`src/shared/supervisor_pkg.sv`:
```
// Purpose: constants, types and register layout of the service window supervisor
// Assumes: 10 MHz reference clock, 32-bit classic Wishbone register port
// Notes:   window, hold and idle counts are in instruction cycles, the clock monitor counts reference cycles
package supervisor_pkg;

  // timing
  localparam int unsigned CLK_PERIOD_NS  = 100;
  localparam int unsigned INSTR_TIME_NS  = 1000;
  localparam int unsigned INSTR_DIV      = (INSTR_TIME_NS + CLK_PERIOD_NS - 1) / CLK_PERIOD_NS;
  localparam int unsigned CLKMON_TIME_NS = 100_000_000;
  localparam int unsigned CLKMON_CYCLES  = CLKMON_TIME_NS / CLK_PERIOD_NS;
  localparam int unsigned DIV_W          = 8;
  localparam int unsigned MON_W          = 20;

  // service window, in instruction cycles
  localparam int unsigned WIN_W          = 17;
  localparam logic [16:0] LOWER_LIMIT    = 17'h00800;
  localparam logic [16:0] UPPER_BASE     = 17'h02000;
  localparam logic [1:0]  WIN_RESET      = 2'h3;
  localparam logic        CLKMON_RESET   = 1'b1;
  localparam logic [4:0]  SERVICE_KEY    = 5'h0C;
  localparam logic [4:0]  FAULT_HOLD     = 5'h10;

  // idle timer
  localparam int unsigned IDLE_W         = 16;
  localparam int unsigned IDLE_BIT       = 12;

  // register byte offsets
  localparam int unsigned ADR_W          = 8;
  localparam logic [7:0]  OFS_SERVICE    = 8'h00;
  localparam logic [7:0]  OFS_CTRL       = 8'h04;
  localparam logic [7:0]  OFS_STATUS     = 8'h08;
  localparam logic [7:0]  OFS_IDLE       = 8'h0C;

  // control register bits
  localparam int unsigned CTRL_HALT      = 0;
  localparam int unsigned CTRL_IDLE      = 1;
  localparam int unsigned CTRL_DELAY     = 2;
  localparam int unsigned CTRL_XTAL      = 3;
  localparam logic        DELAY_RESET    = 1'b0;
  localparam logic        XTAL_RESET     = 1'b0;

  // status register bits
  localparam int unsigned ST_FAULT       = 0;
  localparam int unsigned ST_PEND        = 1;
  localparam int unsigned ST_HALT        = 2;
  localparam int unsigned ST_IDLE        = 3;
  localparam int unsigned ST_FIRST       = 4;
  localparam int unsigned ST_CMERR       = 5;
  localparam int unsigned ST_COUNT_LSB   = 8;

  // layout of the service_key_register byte
  typedef struct packed {
    logic [1:0] window;
    logic [4:0] key;
    logic       clkmon;
  } service_word_type;

  typedef enum {F_ARMED, F_DRIVE, F_STRETCH, F_RELEASE} fault_state_type;

endpackage

```
`src/design/idle_interval_timer.sv`:
```
// Purpose: free_running_idle_timer with its idle_timer_pending_flag
// Assumes: tick is the running instruction-cycle enable
// Notes:   count is cleared only by power-on reset, never by the system reset
`timescale 1ns/1ps
`default_nettype none
module idle_interval_timer
  import supervisor_pkg::*;
(
  // clock and resets
  input  wire logic              clk,
  input  wire logic              por_rst,
  input  wire logic              sys_rst,
  // control
  input  wire logic              tick,
  input  wire logic              clr,
  // state
  output var  logic [IDLE_W-1:0] count,
  output var  logic              pend,
  output var  logic              toggle
);

  logic [IDLE_W-1:0] count_q;
  logic              pend_q;

  // the watched bit changes on the next tick when all lower bits are ones
  assign toggle = tick & (&count_q[IDLE_BIT-1:0]);
  assign count  = count_q;
  assign pend   = pend_q;

  // counter survives an external reset
  always_ff @(posedge clk or posedge por_rst) begin
    if (por_rst) begin
      count_q <= '0;
    end else if (tick) begin
      count_q <= count_q + 1'b1;
    end
  end

  // set beats clear so no toggle is lost
  always_ff @(posedge clk or posedge sys_rst) begin
    if (sys_rst) begin
      pend_q <= 1'b0;
    end else if (toggle) begin
      pend_q <= 1'b1;
    end else if (clr) begin
      pend_q <= 1'b0;
    end
  end

endmodule
`default_nettype wire

```
`src/design/service_window_supervisor.sv`:
```
// Purpose: service window supervisor with clock monitor and active-low fault pin
// Assumes: pin and wake inputs synchronous to REF_CLK; open-drain pin resolved outside
// Notes:   registers over classic Wishbone, one ack one cycle after the request
`timescale 1ns/1ps
`default_nettype none
module service_window_supervisor
  import supervisor_pkg::*;
#(
  parameter int unsigned INSTR_DIV_P     = INSTR_DIV,
  parameter int unsigned CLKMON_CYCLES_P = CLKMON_CYCLES
) (
  // clock and resets
  input  wire logic             REF_CLK,
  input  wire logic             SYS_RST,
  input  wire logic             POR_RST,
  // wishbone slave
  input  wire logic             WB_CYC_I,
  input  wire logic             WB_STB_I,
  input  wire logic             WB_WE_I,
  input  wire logic [ADR_W-1:0] WB_ADR_I,
  input  wire logic [3:0]       WB_SEL_I,
  input  wire logic [31:0]      WB_DAT_I,
  output var  logic [31:0]      WB_DAT_O,
  output var  logic             WB_ACK_O,
  // wake from low-power modes
  input  wire logic             WAKE_I,
  // supervisor_fault_output pin
  input  wire logic             FAULT_PIN_I,
  output var  logic             FAULT_PIN_O,
  output var  logic             FAULT_PIN_OE_N,
  // idle_timer_pending_flag
  output var  logic             IDLE_PEND
);

  logic [DIV_W-1:0]  div_q;
  logic [DIV_W-1:0]  div_d;
  logic [MON_W-1:0]  mon_q;
  logic [MON_W-1:0]  mon_d;
  logic [WIN_W-1:0]  cnt_q;
  logic [WIN_W-1:0]  cnt_d;
  logic [4:0]        hold_q;
  logic [4:0]        hold_d;
  fault_state_type   state_q;
  fault_state_type   state_d;
  logic [1:0]        win_q;
  logic              cm_q;
  logic              first_q;
  logic              halt_q;
  logic              idle_q;
  logic              delay_q;
  logic              xtal_q;
  logic              ack_q;
  logic [31:0]       dat_q;
  logic              drive_q;
  logic              pend_q;
  logic [IDLE_W-1:0] idle_count;
  logic              idle_pend;
  logic              idle_toggle;
  logic [31:0]       status_word;

  // instruction-cycle divider; core tick stops with the clock in halt
  wire tick_free = (div_q == DIV_W'(INSTR_DIV_P - 1));
  wire tick_core = tick_free & ~halt_q;
  assign div_d = tick_free ? '0 : div_q + 1'b1;

  // clock monitor: reference cycles since the last core tick
  wire mon_full = (mon_q == MON_W'(CLKMON_CYCLES_P));
  wire cm_err   = cm_q & mon_full;
  assign mon_d  = tick_core ? '0 : (mon_full ? mon_q : mon_q + 1'b1);

  // bus decode
  wire req      = WB_CYC_I & WB_STB_I & ~ack_q;
  wire wr       = req & WB_WE_I & WB_SEL_I[0];
  wire hit_svc  = (WB_ADR_I == OFS_SERVICE);
  wire hit_ctrl = (WB_ADR_I == OFS_CTRL);
  wire hit_stat = (WB_ADR_I == OFS_STATUS);
  wire hit_idle = (WB_ADR_I == OFS_IDLE);

  // service write check
  wire fault_active       = (state_q != F_ARMED);
  wire              svc_write = wr & hit_svc & ~fault_active;
  service_word_type svc_word;
  assign svc_word = service_word_type'(WB_DAT_I[7:0]);
  wire key_ok   = (svc_word.key == SERVICE_KEY);
  wire field_ok = (svc_word.window == win_q) & (svc_word.clkmon == cm_q);
  wire match_ok = key_ok & (first_q | field_ok);
  wire early    = ~first_q & (cnt_q < LOWER_LIMIT);
  wire svc_good = svc_write & match_ok & ~early;
  wire svc_bad  = svc_write & ~svc_good;

  // upper limit doubles per window code, 8k up to 64k
  wire [WIN_W-1:0] upper_lim = UPPER_BASE << win_q;
  wire wd_run = ~fault_active & ~halt_q & ~idle_q;
  wire late   = wd_run & tick_core & (cnt_q == upper_lim - 1'b1);
  wire fault_trig = svc_bad | late | cm_err;

  // low-power mode entry and exit
  wire ctrl_wr    = wr & hit_ctrl;
  wire halt_enter = ctrl_wr & WB_DAT_I[CTRL_HALT] & ~idle_q;
  wire idle_enter = ctrl_wr & WB_DAT_I[CTRL_IDLE] & ~WB_DAT_I[CTRL_HALT] & ~halt_q;
  wire halt_exit  = halt_q & WAKE_I;
  wire idle_exit  = idle_q & (WAKE_I | idle_toggle);
  wire halt_restart = halt_exit & (xtal_q | delay_q);
  wire pend_clr   = wr & hit_stat & WB_DAT_I[ST_PEND];

  // window counter; halt without restart simply keeps its value
  always_comb begin
    if (fault_active) begin
      cnt_d = '0;
    end else if (svc_good | idle_exit | halt_restart) begin
      cnt_d = '0;
    end else if (wd_run & tick_core) begin
      cnt_d = cnt_q + 1'b1;
    end else begin
      cnt_d = cnt_q;
    end
  end

  // fault sequencer: drive, stretch after the pin falls, wait for it high
  always_comb begin
    state_d = state_q;
    hold_d  = hold_q;
    case (state_q)
      F_ARMED: begin
        if (fault_trig) begin
          state_d = F_DRIVE;
        end
      end
      F_DRIVE: begin
        hold_d = '0;
        if (~FAULT_PIN_I & ~cm_err) begin
          state_d = F_STRETCH;
        end
      end
      F_STRETCH: begin
        if (cm_err) begin
          hold_d = '0; // monitor error keeps the pin low
        end else if (hold_q == FAULT_HOLD) begin
          state_d = F_RELEASE;
        end else if (tick_free) begin
          hold_d = hold_q + 1'b1;
        end
      end
      F_RELEASE: begin
        if (FAULT_PIN_I) begin
          state_d = F_ARMED;
        end
      end
      default: begin
        state_d = F_ARMED;
      end
    endcase
  end

  wire drive_d = (state_d == F_DRIVE) | (state_d == F_STRETCH);

  // read data; key bits never leave the block
  always_comb begin
    status_word                            = '0;
    status_word[ST_FAULT]                  = fault_active;
    status_word[ST_PEND]                   = idle_pend;
    status_word[ST_HALT]                   = halt_q;
    status_word[ST_IDLE]                   = idle_q;
    status_word[ST_FIRST]                  = first_q;
    status_word[ST_CMERR]                  = cm_err;
    status_word[ST_COUNT_LSB +: WIN_W]     = cnt_q;
  end

  wire [31:0] svc_read  = {24'h000000, win_q, 5'h00, cm_q};
  wire [31:0] ctrl_read = {28'h0000000, xtal_q, delay_q, idle_q, halt_q};
  wire [31:0] idle_read = {{(32 - IDLE_W){1'b0}}, idle_count};
  wire [31:0] rd_data   = hit_svc  ? svc_read  :
                          hit_ctrl ? ctrl_read :
                          hit_stat ? status_word :
                          hit_idle ? idle_read : 32'h00000000;

  // timing and supervisor state; async reset parks every detector
  always_ff @(posedge REF_CLK or posedge SYS_RST) begin
    if (SYS_RST) begin
      div_q   <= '0;
      mon_q   <= '0;
      cnt_q   <= '0;
      hold_q  <= '0;
      state_q <= F_ARMED;
    end else begin
      div_q   <= div_d;
      mon_q   <= mon_d;
      cnt_q   <= cnt_d;
      hold_q  <= hold_d;
      state_q <= state_d;
    end
  end

  // latched service choices, first write only
  always_ff @(posedge REF_CLK or posedge SYS_RST) begin
    if (SYS_RST) begin
      win_q   <= WIN_RESET;
      cm_q    <= CLKMON_RESET;
      first_q <= 1'b1;
    end else if (svc_good & first_q) begin
      win_q   <= svc_word.window;
      cm_q    <= svc_word.clkmon;
      first_q <= 1'b0;
    end
  end

  // low-power modes and oscillator options
  always_ff @(posedge REF_CLK or posedge SYS_RST) begin
    if (SYS_RST) begin
      halt_q  <= 1'b0;
      idle_q  <= 1'b0;
      delay_q <= DELAY_RESET;
      xtal_q  <= XTAL_RESET;
    end else begin
      halt_q <= halt_exit ? 1'b0 : (halt_q | halt_enter);
      idle_q <= idle_exit ? 1'b0 : (idle_q | idle_enter);
      if (ctrl_wr) begin
        delay_q <= WB_DAT_I[CTRL_DELAY];
        xtal_q  <= WB_DAT_I[CTRL_XTAL];
      end
    end
  end

  // bus answer and pin outputs, all registered
  always_ff @(posedge REF_CLK or posedge SYS_RST) begin
    if (SYS_RST) begin
      ack_q   <= 1'b0;
      dat_q   <= '0;
      drive_q <= 1'b0;
      pend_q  <= 1'b0;
    end else begin
      ack_q   <= req;
      dat_q   <= req ? rd_data : dat_q;
      drive_q <= drive_d;
      pend_q  <= idle_pend;
    end
  end

  assign WB_ACK_O       = ack_q;
  assign WB_DAT_O       = dat_q;
  assign FAULT_PIN_O    = 1'b0 & drive_q; // open drain: only ever pulls low
  assign FAULT_PIN_OE_N = ~drive_q;
  assign IDLE_PEND      = pend_q;

  // idle timer keeps running in idle, stops with the clock in halt
  idle_interval_timer u_idle (
    .clk     (REF_CLK),
    .por_rst (POR_RST),
    .sys_rst (SYS_RST),
    .tick    (tick_core),
    .clr     (pend_clr),
    .count   (idle_count),
    .pend    (idle_pend),
    .toggle  (idle_toggle)
  );

endmodule
`default_nettype wire

```
`config.mk`:
```
export PLATFORM = sky130hd
export DESIGN_NAME = service_window_supervisor
export DESIGN_NICKNAME = d
export VERILOG_FILES = /design/src/shared/supervisor_pkg.sv /design/src/design/idle_interval_timer.sv /design/src/design/service_window_supervisor.sv
export SDC_FILE = /design/constraint.sdc
export NUM_CORES = 1
export LEC_CHECK = 0
export BUFFER_PORTS_ARGS = -buffer_cell sky130_fd_sc_hd__buf_4
export CAP_MARGIN = 20
export CORE_MARGIN = 2
export CORE_UTILIZATION = 60
export DETAILED_ROUTE_END_ITERATION = 6
export PLACE_DENSITY = 0.94
export SYNTH_ARGS = -nofsm -noshare
export SYNTH_HDL_FRONTEND = slang
export SYNTH_SLANG_ARGS = --single-unit
export TNS_END_PERCENT = 20
```
`constraint.sdc`:
```
create_clock -name REF_CLK -period 11.6 [get_ports REF_CLK]
set_input_delay 3.48 -clock REF_CLK [delete_from_list [all_inputs] [get_ports REF_CLK]]
set_output_delay 3.48 -clock REF_CLK [all_outputs]
set_load 0.02 [all_outputs]
```
==> impl_metrics.json, run 1 <==
{
  "detailed_place_hpwl_um": 9070,
  "async_flop_share": 1.00,
  "seq_area_mm2": 0.00338,
  "drt-total-wl_um": 13200,
  "first_iter_violations": 251,
  "postRouteAntennaNets": 0,
  "mostFrequentLayoutCell": "dfrtp_1",
  "antenna_found_initial": 0,
  "drt-pass1-iter-count": 5,
  "crit_slowest_cell": "or4b_1",
  "routed.top_layer": "met4",
  "insertion_delay_ns": 0.53,
  "setup_slack_ns": 6.45,
  "p_leak_uw": 0.00327,
  "crit_fanout": 4,
  "die_w_um": 105,
  "worstHoldPathType": "flip-flop to flip-flop",
  "synth_compound_area_frac": 0.0749,
  "synth_ff_type": "dfrtp_1",
  "yosys.area_share.simple": 0.204,
  "vias": 4607,
  "mostFrequentLayoutCells": "131 x dfrtp_1, 61 x nand2_1, 57 x nor2_1, 55 x buf_4, 38 x conb_1",
  "cts_resized": 0,
  "grt_usage": 0.261,
  "synth_top_area_cell": "dfrtp_1",
  "slew_violations": 0,
  "vdd_drop_max_v": 0.000131,
  "cts_tree": "built",
  "rsz0062_at_grt": "no",
  "fin_skew_ns": 0.0102,
  "relSlewSlack": 0.473,
  "clock_sinks": 135,
  "synth_cell_type_count": 57,
  "grt_start_max_net_pins": 68,
  "grt_pass1_wl_um": 22500,
  "synth_area_leaders": "dfrtp_1 54%, xor2_1 4.3%, xnor2_1 4.0%",
  "synth.area.mux_share": 0.0311,
  "globalplace.congestion": 0.871,
  "arrival_ns": 5.60,
  "cts.clk_slew.worst_paths_ns": 0.07,
  "synth_top_family_by_area": "simple AND/OR/NAND/NOR gates",
  "wl_met2_um": 7060,
  "cpPeakStageDelay_ns": 0.57,
  "start_kind": "input pin",
  "worstPathRequired_ns": 12.05,
  "yosys_warnings": 0,
  "h-tree-depth": 4,
  "min_period_over_period": 0.444,
  "vias_per_cell": 5.79,
  "initial_core_util": 0.620,
  "cts_buffer_depth": 2,
  "cp_cell_sequence": "buf_4 -> nor4_1 -> and2_1 -> nand2_1 -> or4b_1 -> or4b_1 -> o21ai_0",
  "diodes": 0,
  "synth_enable_flop_cells": 0,
  "numCtsBuffers": 17,
  "n_fill_cell": 634,
  "synth_seq_cells": 135,
  "synth_fa_ha_area_frac": 0.0165,
  "synth_xor_area_frac": 0.0835,
  "portBuffers": 52,
  "worst_pin_slew_ns": 0.790,
  "gr-total-overflow": 0,
  "synth_cells": 564,
  "met3WireLength_um": 779,
  "ys_seq_area_frac": 0.556,
  "drv_cap": 0,
  "grt_pass1_vias": 4692,
  "drive_gt1_frac": 0.178,
  "hold_violations": 0,
  "drc_errors": 0,
  "syn_area_mm2": 0.00608,
  "fmax_ghz": 0.194,
  "status": "finished clean",
  "avgSynthCellArea_um2": 10.8,
  "worstSetupPathType": "input pin to flip-flop",
  "crit_family": "simple AND/OR/NAND/NOR gates",
  "wl_per_cell_um": 16.6,
  "setup_viol": 0,
  "worst-path-buf-inv": 1,
  "nets": 710,
  "die_h_um": 105,
  "syn_to_final_growth_pct": 19.0,
  "worstSetupEndpointType": "flip-flop",
  "root_buffer": "clkbuf_8",
  "placeableCoreArea_mm2": 0.00982,
  "dieArea_mm2": 0.0110,
  "powerDensity_mw_per_mm2": 141,
  "holdWs_ns": 0.460,
  "tns_ns": 0,
  "critPathMostFrequentCell": "or4b_1",
  "io_pins": 88,
  "cts_hold_buf": 0,
  "multiInputGateArea_mm2": 0.00264,
  "rows": 36,
  "postCtsSetupRepairBufs": 0,
  "synth_top_area_frac": 0.539,
  "dpl_worst_slack_ns": 5.52,
  "layout_min_cycle_time_ns": 5.15,
  "wl_met1_um": 5100
}
==> kinds of logic (layout without fill, tap and decap cells) <==
logic type      after synthesis  count (layout)
buf+inv                      42             104
fa+ha+maj                     8               8
other cells                   1              38
xor+xnor                     58              58
compound gates               68              68
flops                       135             135
mux                          18              18
simple gates                234             234
==> power by group <==
part           internal [uW]  leakage [uW]  switching (uW)
clock network            276      0.000276             234
registers                477       0.00178            1.81
logic                   9.08       0.00122            20.8
total                    761       0.00327             257
==> per-layer routing <==
metal,vias to the layer above,global-route usage
met2,172,0.466
met5,-,0
li1,2108,-
met4,0,0.108
met1,2298,0.312
met3,29,0.0487
==> worst register-to-register path: stages (launching register included) <==
cell      delay, ns
dfrtp_1        0.45
inv_1          0.09
ha_1           0.16
or4b_2         0.62
nor4_2         0.49
and3_1         0.40
o311ai_0       0.23
nand2_1        0.12
o21ai_0        0.09
==> cell usage after synthesis (3+ instances only) <==
master,instances
a21oi_1,6
a22o_1,10
a22oi_1,6
a31oi_1,3
and2_1,3
and3_1,5
and4_1,7
buf_4,9
clkbuf_1,13
dfrtp_1,131
dfstp_2,4
ha_1,8
inv_1,16
mux2_2,7
mux2i_1,11
nand2_1,61
nand3_1,27
nand4_1,17
nand4b_1,3
nor2_1,57
nor2b_1,4
nor3_1,6
nor3_2,3
nor4_1,13
nor4bb_1,3
o211ai_1,4
o21ai_0,22
o31ai_1,8
or3_1,4
or4_4,3
xnor2_1,28
xor2_1,30
==> final cells by class <==
cell class,count,share of cell area
multi-input combinational,424,0.365
sequential,135,0.467
clock inverter,15,0.0204
timing repair buffer,56,0.0591
inverter,16,0.00864
tap,133,0.0230
clock buffer,17,0.0572
==> final timing paths <==
path                              from                to  slack, ns  cells after the start
min in group asynchronous      POR_RST  u_idle.count[12]       3.03                      2
max reg2reg                   mon_q[0]         hold_q[0]       8.82                      8
max in group asynchronous      SYS_RST          div_q[4]       7.32                      3
min                        u_idle.pend         IDLE_PEND       0.46                      0
max                        WB_ADR_I[1]            halt_q       6.45                      7
min reg2reg                u_idle.pend         IDLE_PEND       0.46                      0
==> flip-flops by register name (all words and copies together) (netlist names), 2 cells and up <==
signal	flops
state_q	32
WB_DAT_O	25
mon_q	20
cnt_q	17
u_idle.count	16
div_q	8
hold_q	5
win_q	2
==> per-stage QoR <==
| step | cell area [um2] | utilization | instances | power (uW) |
|---|---|---|---|---|
| after floorplan | 6220 | - | 601 | 506 |
| after global placement | 6670 | 0.679 | 763 | 515 |
| after detailed placement | 6670 | 0.679 | 763 | 516 |
| after CTS | 7230 | 0.736 | 795 | 1020 |
| after global routing | 7240 | 0.738 | 796 | 1050 |
| final | 7240 | 0.738 | 796 | 1020 |
(Power assumes the default switching activity.)
==> run 2: changes to the inputs <==
--- a/config.mk
+++ b/config.mk
@@ -8,9 +8,9 @@
 export BUFFER_PORTS_ARGS = -buffer_cell sky130_fd_sc_hd__buf_4
 export CAP_MARGIN = 20
 export CORE_MARGIN = 2
-export CORE_UTILIZATION = 60
+export CORE_UTILIZATION = 57
 export DETAILED_ROUTE_END_ITERATION = 6
-export PLACE_DENSITY = 0.94
+export PLACE_DENSITY = 0.91
 export SYNTH_ARGS = -nofsm -noshare
 export SYNTH_HDL_FRONTEND = slang
 export SYNTH_SLANG_ARGS = --single-unit
==> constraint.sdc (replaced) <==
create_clock -name REF_CLK -period 5.2 [get_ports REF_CLK]
set_input_delay 1.56 -clock REF_CLK [delete_from_list [all_inputs] [get_ports REF_CLK]]
set_output_delay 1.56 -clock REF_CLK [all_outputs]
set_load 0.02 [all_outputs]
==> run 2 against run 1 <==
  * Die area rose by 5.1%
  * Final area up 0.16%
  * Flip-flop and latch count is the same
  * Via count increased by 2.3%
  * Routed wire length is 5.7% higher
  * Register-to-register slack got worse by 6.5 ns
  * Combinational power is 130% higher
==> impl_metrics.json, run 2 (synthesis results as in run 1) <==
{
  "die_h_um": 107,
  "cts.clk_slew.worst_paths_ns": 0.07,
  "worstSetupEndpointType": "flip-flop",
  "worstSetupPathType": "input pin to flip-flop",
  "wl_met2_um": 7410,
  "grt_pass1_vias": 4894,
  "arrival_ns": 3.68,
  "critPathMostFrequentCell": "or4b_1",
  "syn_to_final_growth_pct": 19.2,
  "relSlewSlack": 0.549,
  "dieArea_mm2": 0.0115,
  "vias": 4713,
  "cts_buffer_depth": 2,
  "numCtsBuffers": 17,
  "portBuffers": 52,
  "drt-total-wl_um": 14000,
  "n_fill_cell": 695,
  "status": "finished clean",
  "cts_resized": 0,
  "min_period_over_period": 0.623,
  "cp_cell_sequence": "buf_4 -> nor4_1 -> and2_1 -> nand2_1 -> or4b_1 -> or4b_1 -> o21ai_0",
  "grt_usage": 0.262,
  "crit_fanout": 4,
  "mostFrequentLayoutCell": "dfrtp_1",
  "io_pins": 88,
  "cts_hold_buf": 0,
  "grt_start_max_net_pins": 56,
  "crit_slowest_cell": "or4b_1",
  "worstPathRequired_ns": 5.64,
  "first_iter_violations": 433,
  "drc_errors": 0,
  "met3WireLength_um": 903,
  "stdcell_area_mm2": 0.00725,
  "tns_ns": 0,
  "antenna_found_initial": 0,
  "fmax_ghz": 0.309,
  "place_area_mm2": 0.00668,
  "worst-path-buf-inv": 1,
  "clock_sinks": 135,
  "drive_gt1_frac": 0.179,
  "detailed_place_hpwl_um": 9030,
  "multiInputGateArea_mm2": 0.00264,
  "start_kind": "input pin",
  "rsz0062_at_grt": "no",
  "seq_area_mm2": 0.00338,
  "powerDensity_mw_per_mm2": 316,
  "drv_cap": 0,
  "mostFrequentLayoutCells": "131 x dfrtp_1, 61 x nand2_1, 57 x nor2_1, 57 x buf_4, 38 x conb_1",
  "insertion_delay_ns": 0.52,
  "initial_core_util": 0.589,
  "cpPeakStageDelay_ns": 0.57,
  "h-tree-depth": 4,
  "drt-pass1-iter-count": 6,
  "diodes": 0,
  "vdd_drop_max_v": 0.000227,
  "p_leak_uw": 0.00326,
  "root_buffer": "clkbuf_8",
  "crit_family": "simple AND/OR/NAND/NOR gates",
  "holdWs_ns": 0.483,
  "cts_tree": "built",
  "die_w_um": 107,
  "wl_per_cell_um": 17.5,
  "largest_reg_flops": 32,
  "gr-total-overflow": 0,
  "wl_met1_um": 5180,
  "grt_pass1_wl_um": 23200,
  "rows": 37,
  "top_register": "state_q",
  "postRouteAntennaNets": 0,
  "globalplace.congestion": 0.872,
  "slew_violations": 0,
  "hold_violations": 0,
  "utilization": 0.703,
  "layout_min_cycle_time_ns": 3.24,
  "vias_per_cell": 5.89,
  "worstHoldPathType": "flip-flop to flip-flop",
  "placeableCoreArea_mm2": 0.0103,
  "postCtsSetupRepairBufs": 0,
  "setup_viol": 0,
  "nets": 711,
  "routed.top_layer": "met4",
  "fin_skew_ns": 0.00993,
  "worst_pin_slew_ns": 0.671
}
[run 2: worst paths after layout]
check                                   from               end  slack [ns]  depth (start not counted)
worst max-delay path             WB_ADR_I[1]            halt_q        1.96                          7
worst min-delay path            WB_DAT_O[14]      WB_DAT_O[14]        0.48                          2
worst max register to register      mon_q[0]         hold_q[4]        2.35                          8
worst min register to register  WB_DAT_O[14]      WB_DAT_O[14]        0.48                          2
max in group asynchronous            SYS_RST       state_q[24]        3.11                          3
min in group asynchronous            POR_RST  u_idle.count[10]        1.13                          2
[run 2: power breakdown]
part	internal [uW]	total, uW	switching, uW
sequential	1060	1070	4.22
combinational	20.2	67.9	47.7
clock	653	1160	503
total	1740	2290	554
[run 2: worst register-to-register path: cells and delay by family, from the launching register on]
kind	cells	cell delay [ns]
simple gates	5	1.88
compound gates	1	0.13
flops	1	0.45
buf+inv	1	0.09
fa+ha+maj	1	0.15
[run 2: through the flow]
step	power, uW	setup slack (ns)	cells
floorplan	1130	0.489	601
global placement	1150	1.51	768
detailed placement	1150	1.46	768
CTS	2300	1.98	800
global route	2360	1.85	800
finish	2290	1.96	800
[run 2: layout make-up]
cell class,count,area share
multi-input combinational,424,0.364
timing repair buffer,57,0.0590
clock buffer,17,0.0571
clock inverter,15,0.0214
sequential,135,0.466
inverter,16,0.00863
tap,136,0.0235
[run 2: per-layer routing]
metal	vias to the layer above	GRT usage
li1	2113	-
met1	2311	0.298
met2	237	0.472
met3	52	0.0563
met4	0	0.114
met5	-	0
==> run 3: changes to the inputs <==
--- a/config.mk
+++ b/config.mk
@@ -8,9 +8,9 @@
 export BUFFER_PORTS_ARGS = -buffer_cell sky130_fd_sc_hd__buf_4
 export CAP_MARGIN = 20
 export CORE_MARGIN = 2
-export CORE_UTILIZATION = 57
+export CORE_UTILIZATION = 52
 export DETAILED_ROUTE_END_ITERATION = 6
-export PLACE_DENSITY = 0.91
+export PLACE_DENSITY = 0.87
 export SYNTH_ARGS = -nofsm -noshare
 export SYNTH_HDL_FRONTEND = slang
 export SYNTH_SLANG_ARGS = --single-unit
==> constraint.sdc (replaced) <==
create_clock -name REF_CLK -period 2.92 [get_ports REF_CLK]
set_input_delay 0.876 -clock REF_CLK [delete_from_list [all_inputs] [get_ports REF_CLK]]
set_output_delay 0.876 -clock REF_CLK [all_outputs]
set_load 0.02 [all_outputs]
==> run 3 against run 2 <==
  * Flip-flop and latch count stayed put
  * Largest power group unchanged
  * Clock power up 72%
  * Critical endpoint is now hold_q[0]
  * Core utilization down 6.1 points
  * Final area up 0.98%
==> impl_metrics.json, run 3 (synthesis results as in run 1) <==
{
  "status": "finished clean",
  "layout_min_cycle_time_ns": 2.61,
  "drc_errors": 0,
  "p_leak_uw": 0.00331,
  "cts.clk_slew.worst_paths_ns": 0.06,
  "min_period_over_period": 0.894,
  "globalplace.congestion": 0.920,
  "start_kind": "flip-flop",
  "numCtsBuffers": 17,
  "holdWs_ns": 0.402,
  "first_iter_violations": 274,
  "grt_pass1_vias": 4618,
  "die_w_um": 112,
  "crit_fanout": 6,
  "cts_buffer_depth": 2,
  "crit_slowest_cell": "or4b_2",
  "rows": 39,
  "mostFrequentLayoutCell": "dfrtp_1",
  "placeableCoreArea_mm2": 0.0114,
  "arrival_ns": 2.91,
  "worstHoldPathType": "flip-flop to flip-flop",
  "cpPeakStageDelay_ns": 0.61,
  "largest_reg_flops": 32,
  "postCtsSetupRepairBufs": 0,
  "cp_cell_sequence": "inv_1 -> ha_1 -> or4b_2 -> nor4_2 -> and3_1 -> o311ai_0 -> nand2_1 -> o21ai_0",
  "tns_ns": 0,
  "worstPathRequired_ns": 3.22,
  "rsz0062_at_grt": "no",
  "vias": 4532,
  "vias_per_cell": 5.55,
  "antenna_found_initial": 0,
  "relSlewSlack": 0.558,
  "cts_hold_buf": 0,
  "worstSetupPathType": "flip-flop to flip-flop",
  "grt_start_max_net_pins": 70,
  "worstSetupEndpointType": "flip-flop",
  "worst_pin_slew_ns": 0.657,
  "fmax_ghz": 0.383,
  "vdd_drop_max_v": 0.000430,
  "grt_usage": 0.218,
  "portBuffers": 52,
  "diodes": 0,
  "powerDensity_mw_per_mm2": 548,
  "initial_core_util": 0.533,
  "gr-total-overflow": 0,
  "io_pins": 88,
  "nets": 720,
  "dieArea_mm2": 0.0126,
  "mostFrequentLayoutCells": "131 x dfrtp_1, 65 x buf_4, 61 x nand2_1, 57 x nor2_1, 38 x conb_1",
  "drive_gt1_frac": 0.187,
  "dpl_worst_slack_ns": 0.157,
  "drt-total-wl_um": 13000,
  "h-tree-depth": 4,
  "fin_skew_ns": 0.00848,
  "drv_cap": 0,
  "clock_sinks": 135,
  "setup_viol": 0,
  "die_h_um": 112,
  "wl_per_cell_um": 15.9,
  "insertion_delay_ns": 0.42,
  "top_register": "state_q",
  "detailed_place_hpwl_um": 9030,
  "cts_resized": 0,
  "drt-pass1-iter-count": 5,
  "syn_to_final_growth_pct": 20.4,
  "grt_pass1_wl_um": 21700,
  "postRouteAntennaNets": 0,
  "utilization": 0.641,
  "slew_violations": 0,
  "hold_violations": 0,
  "setup_slack_ns": 0.311,
  "cts_tree": "built",
  "finalPower_uw": 4020,
  "root_buffer": "clkbuf_16"
}
[run 3: cell count changes in the layout (fill, tap and decap cells not counted), sizes merged]
cell,delta
clkbuf,+3
clkinv,+6
buf,+9
inv,-9
[run 3: critical path, delay by kind of cell (launching register included)]
kind            cells  cell delay [ns]
buf+inv             1             0.10
flops               1             0.45
compound gates      2             0.33
fa+ha+maj           1             0.15
simple gates        4             1.46
[run 3: metal layers]
layer | vias to the layer above | track usage | part of all wire
met3 | 20 | 0.0572 | 0.049
li1 | 2128 | - | -
met1 | 2252 | 0.261 | 0.40
met5 | - | 0 | 0
met4 | 0 | 0.0829 | 0.017
met2 | 132 | 0.380 | 0.53
[run 3: worst paths after layout]
check	startpoint	endpoint	slack [ns]	cells past startpoint
worst max-delay path	mon_q[0]	hold_q[0]	0.31	8
worst min-delay path	u_idle.pend	IDLE_PEND	0.40	0
worst max register to register	mon_q[0]	hold_q[0]	0.31	8
worst min register to register	u_idle.pend	IDLE_PEND	0.40	0
max in group asynchronous	SYS_RST	win_q[0]	1.66	3
min in group asynchronous	SYS_RST	WB_ACK_O	0.50	2
[run 3: power by group]
group | leakage (uW) | total [uW] | switching (uW) | internal [uW]
registers | 0.00178 | 1900 | 6.87 | 1890
clock network | 0.000266 | 1990 | 805 | 1190
logic | 0.00126 | 122 | 83.3 | 38.5
total | 0.00331 | 4020 | 895 | 3120
[run 3: final cells by class]
type | count | area [um2]
Clock buffer | 20 | 447
Tap cell | 143 | 179
Fill cell | 843 | 4090
Inverter | 16 | 63.8
Timing Repair Buffer | 66 | 508
Multi-Input combinational cell | 424 | 2640
Sequential cell | 135 | 3380
Clock inverter | 12 | 104
[run 3: per-stage QoR]
stage / cells / instance area (um2)
after floorplan: 601 / 6230
after global placement: 784 / 6770
final: 816 / 7320
after CTS: 816 / 7320
after detailed placement: 784 / 6770
after global routing: 816 / 7320
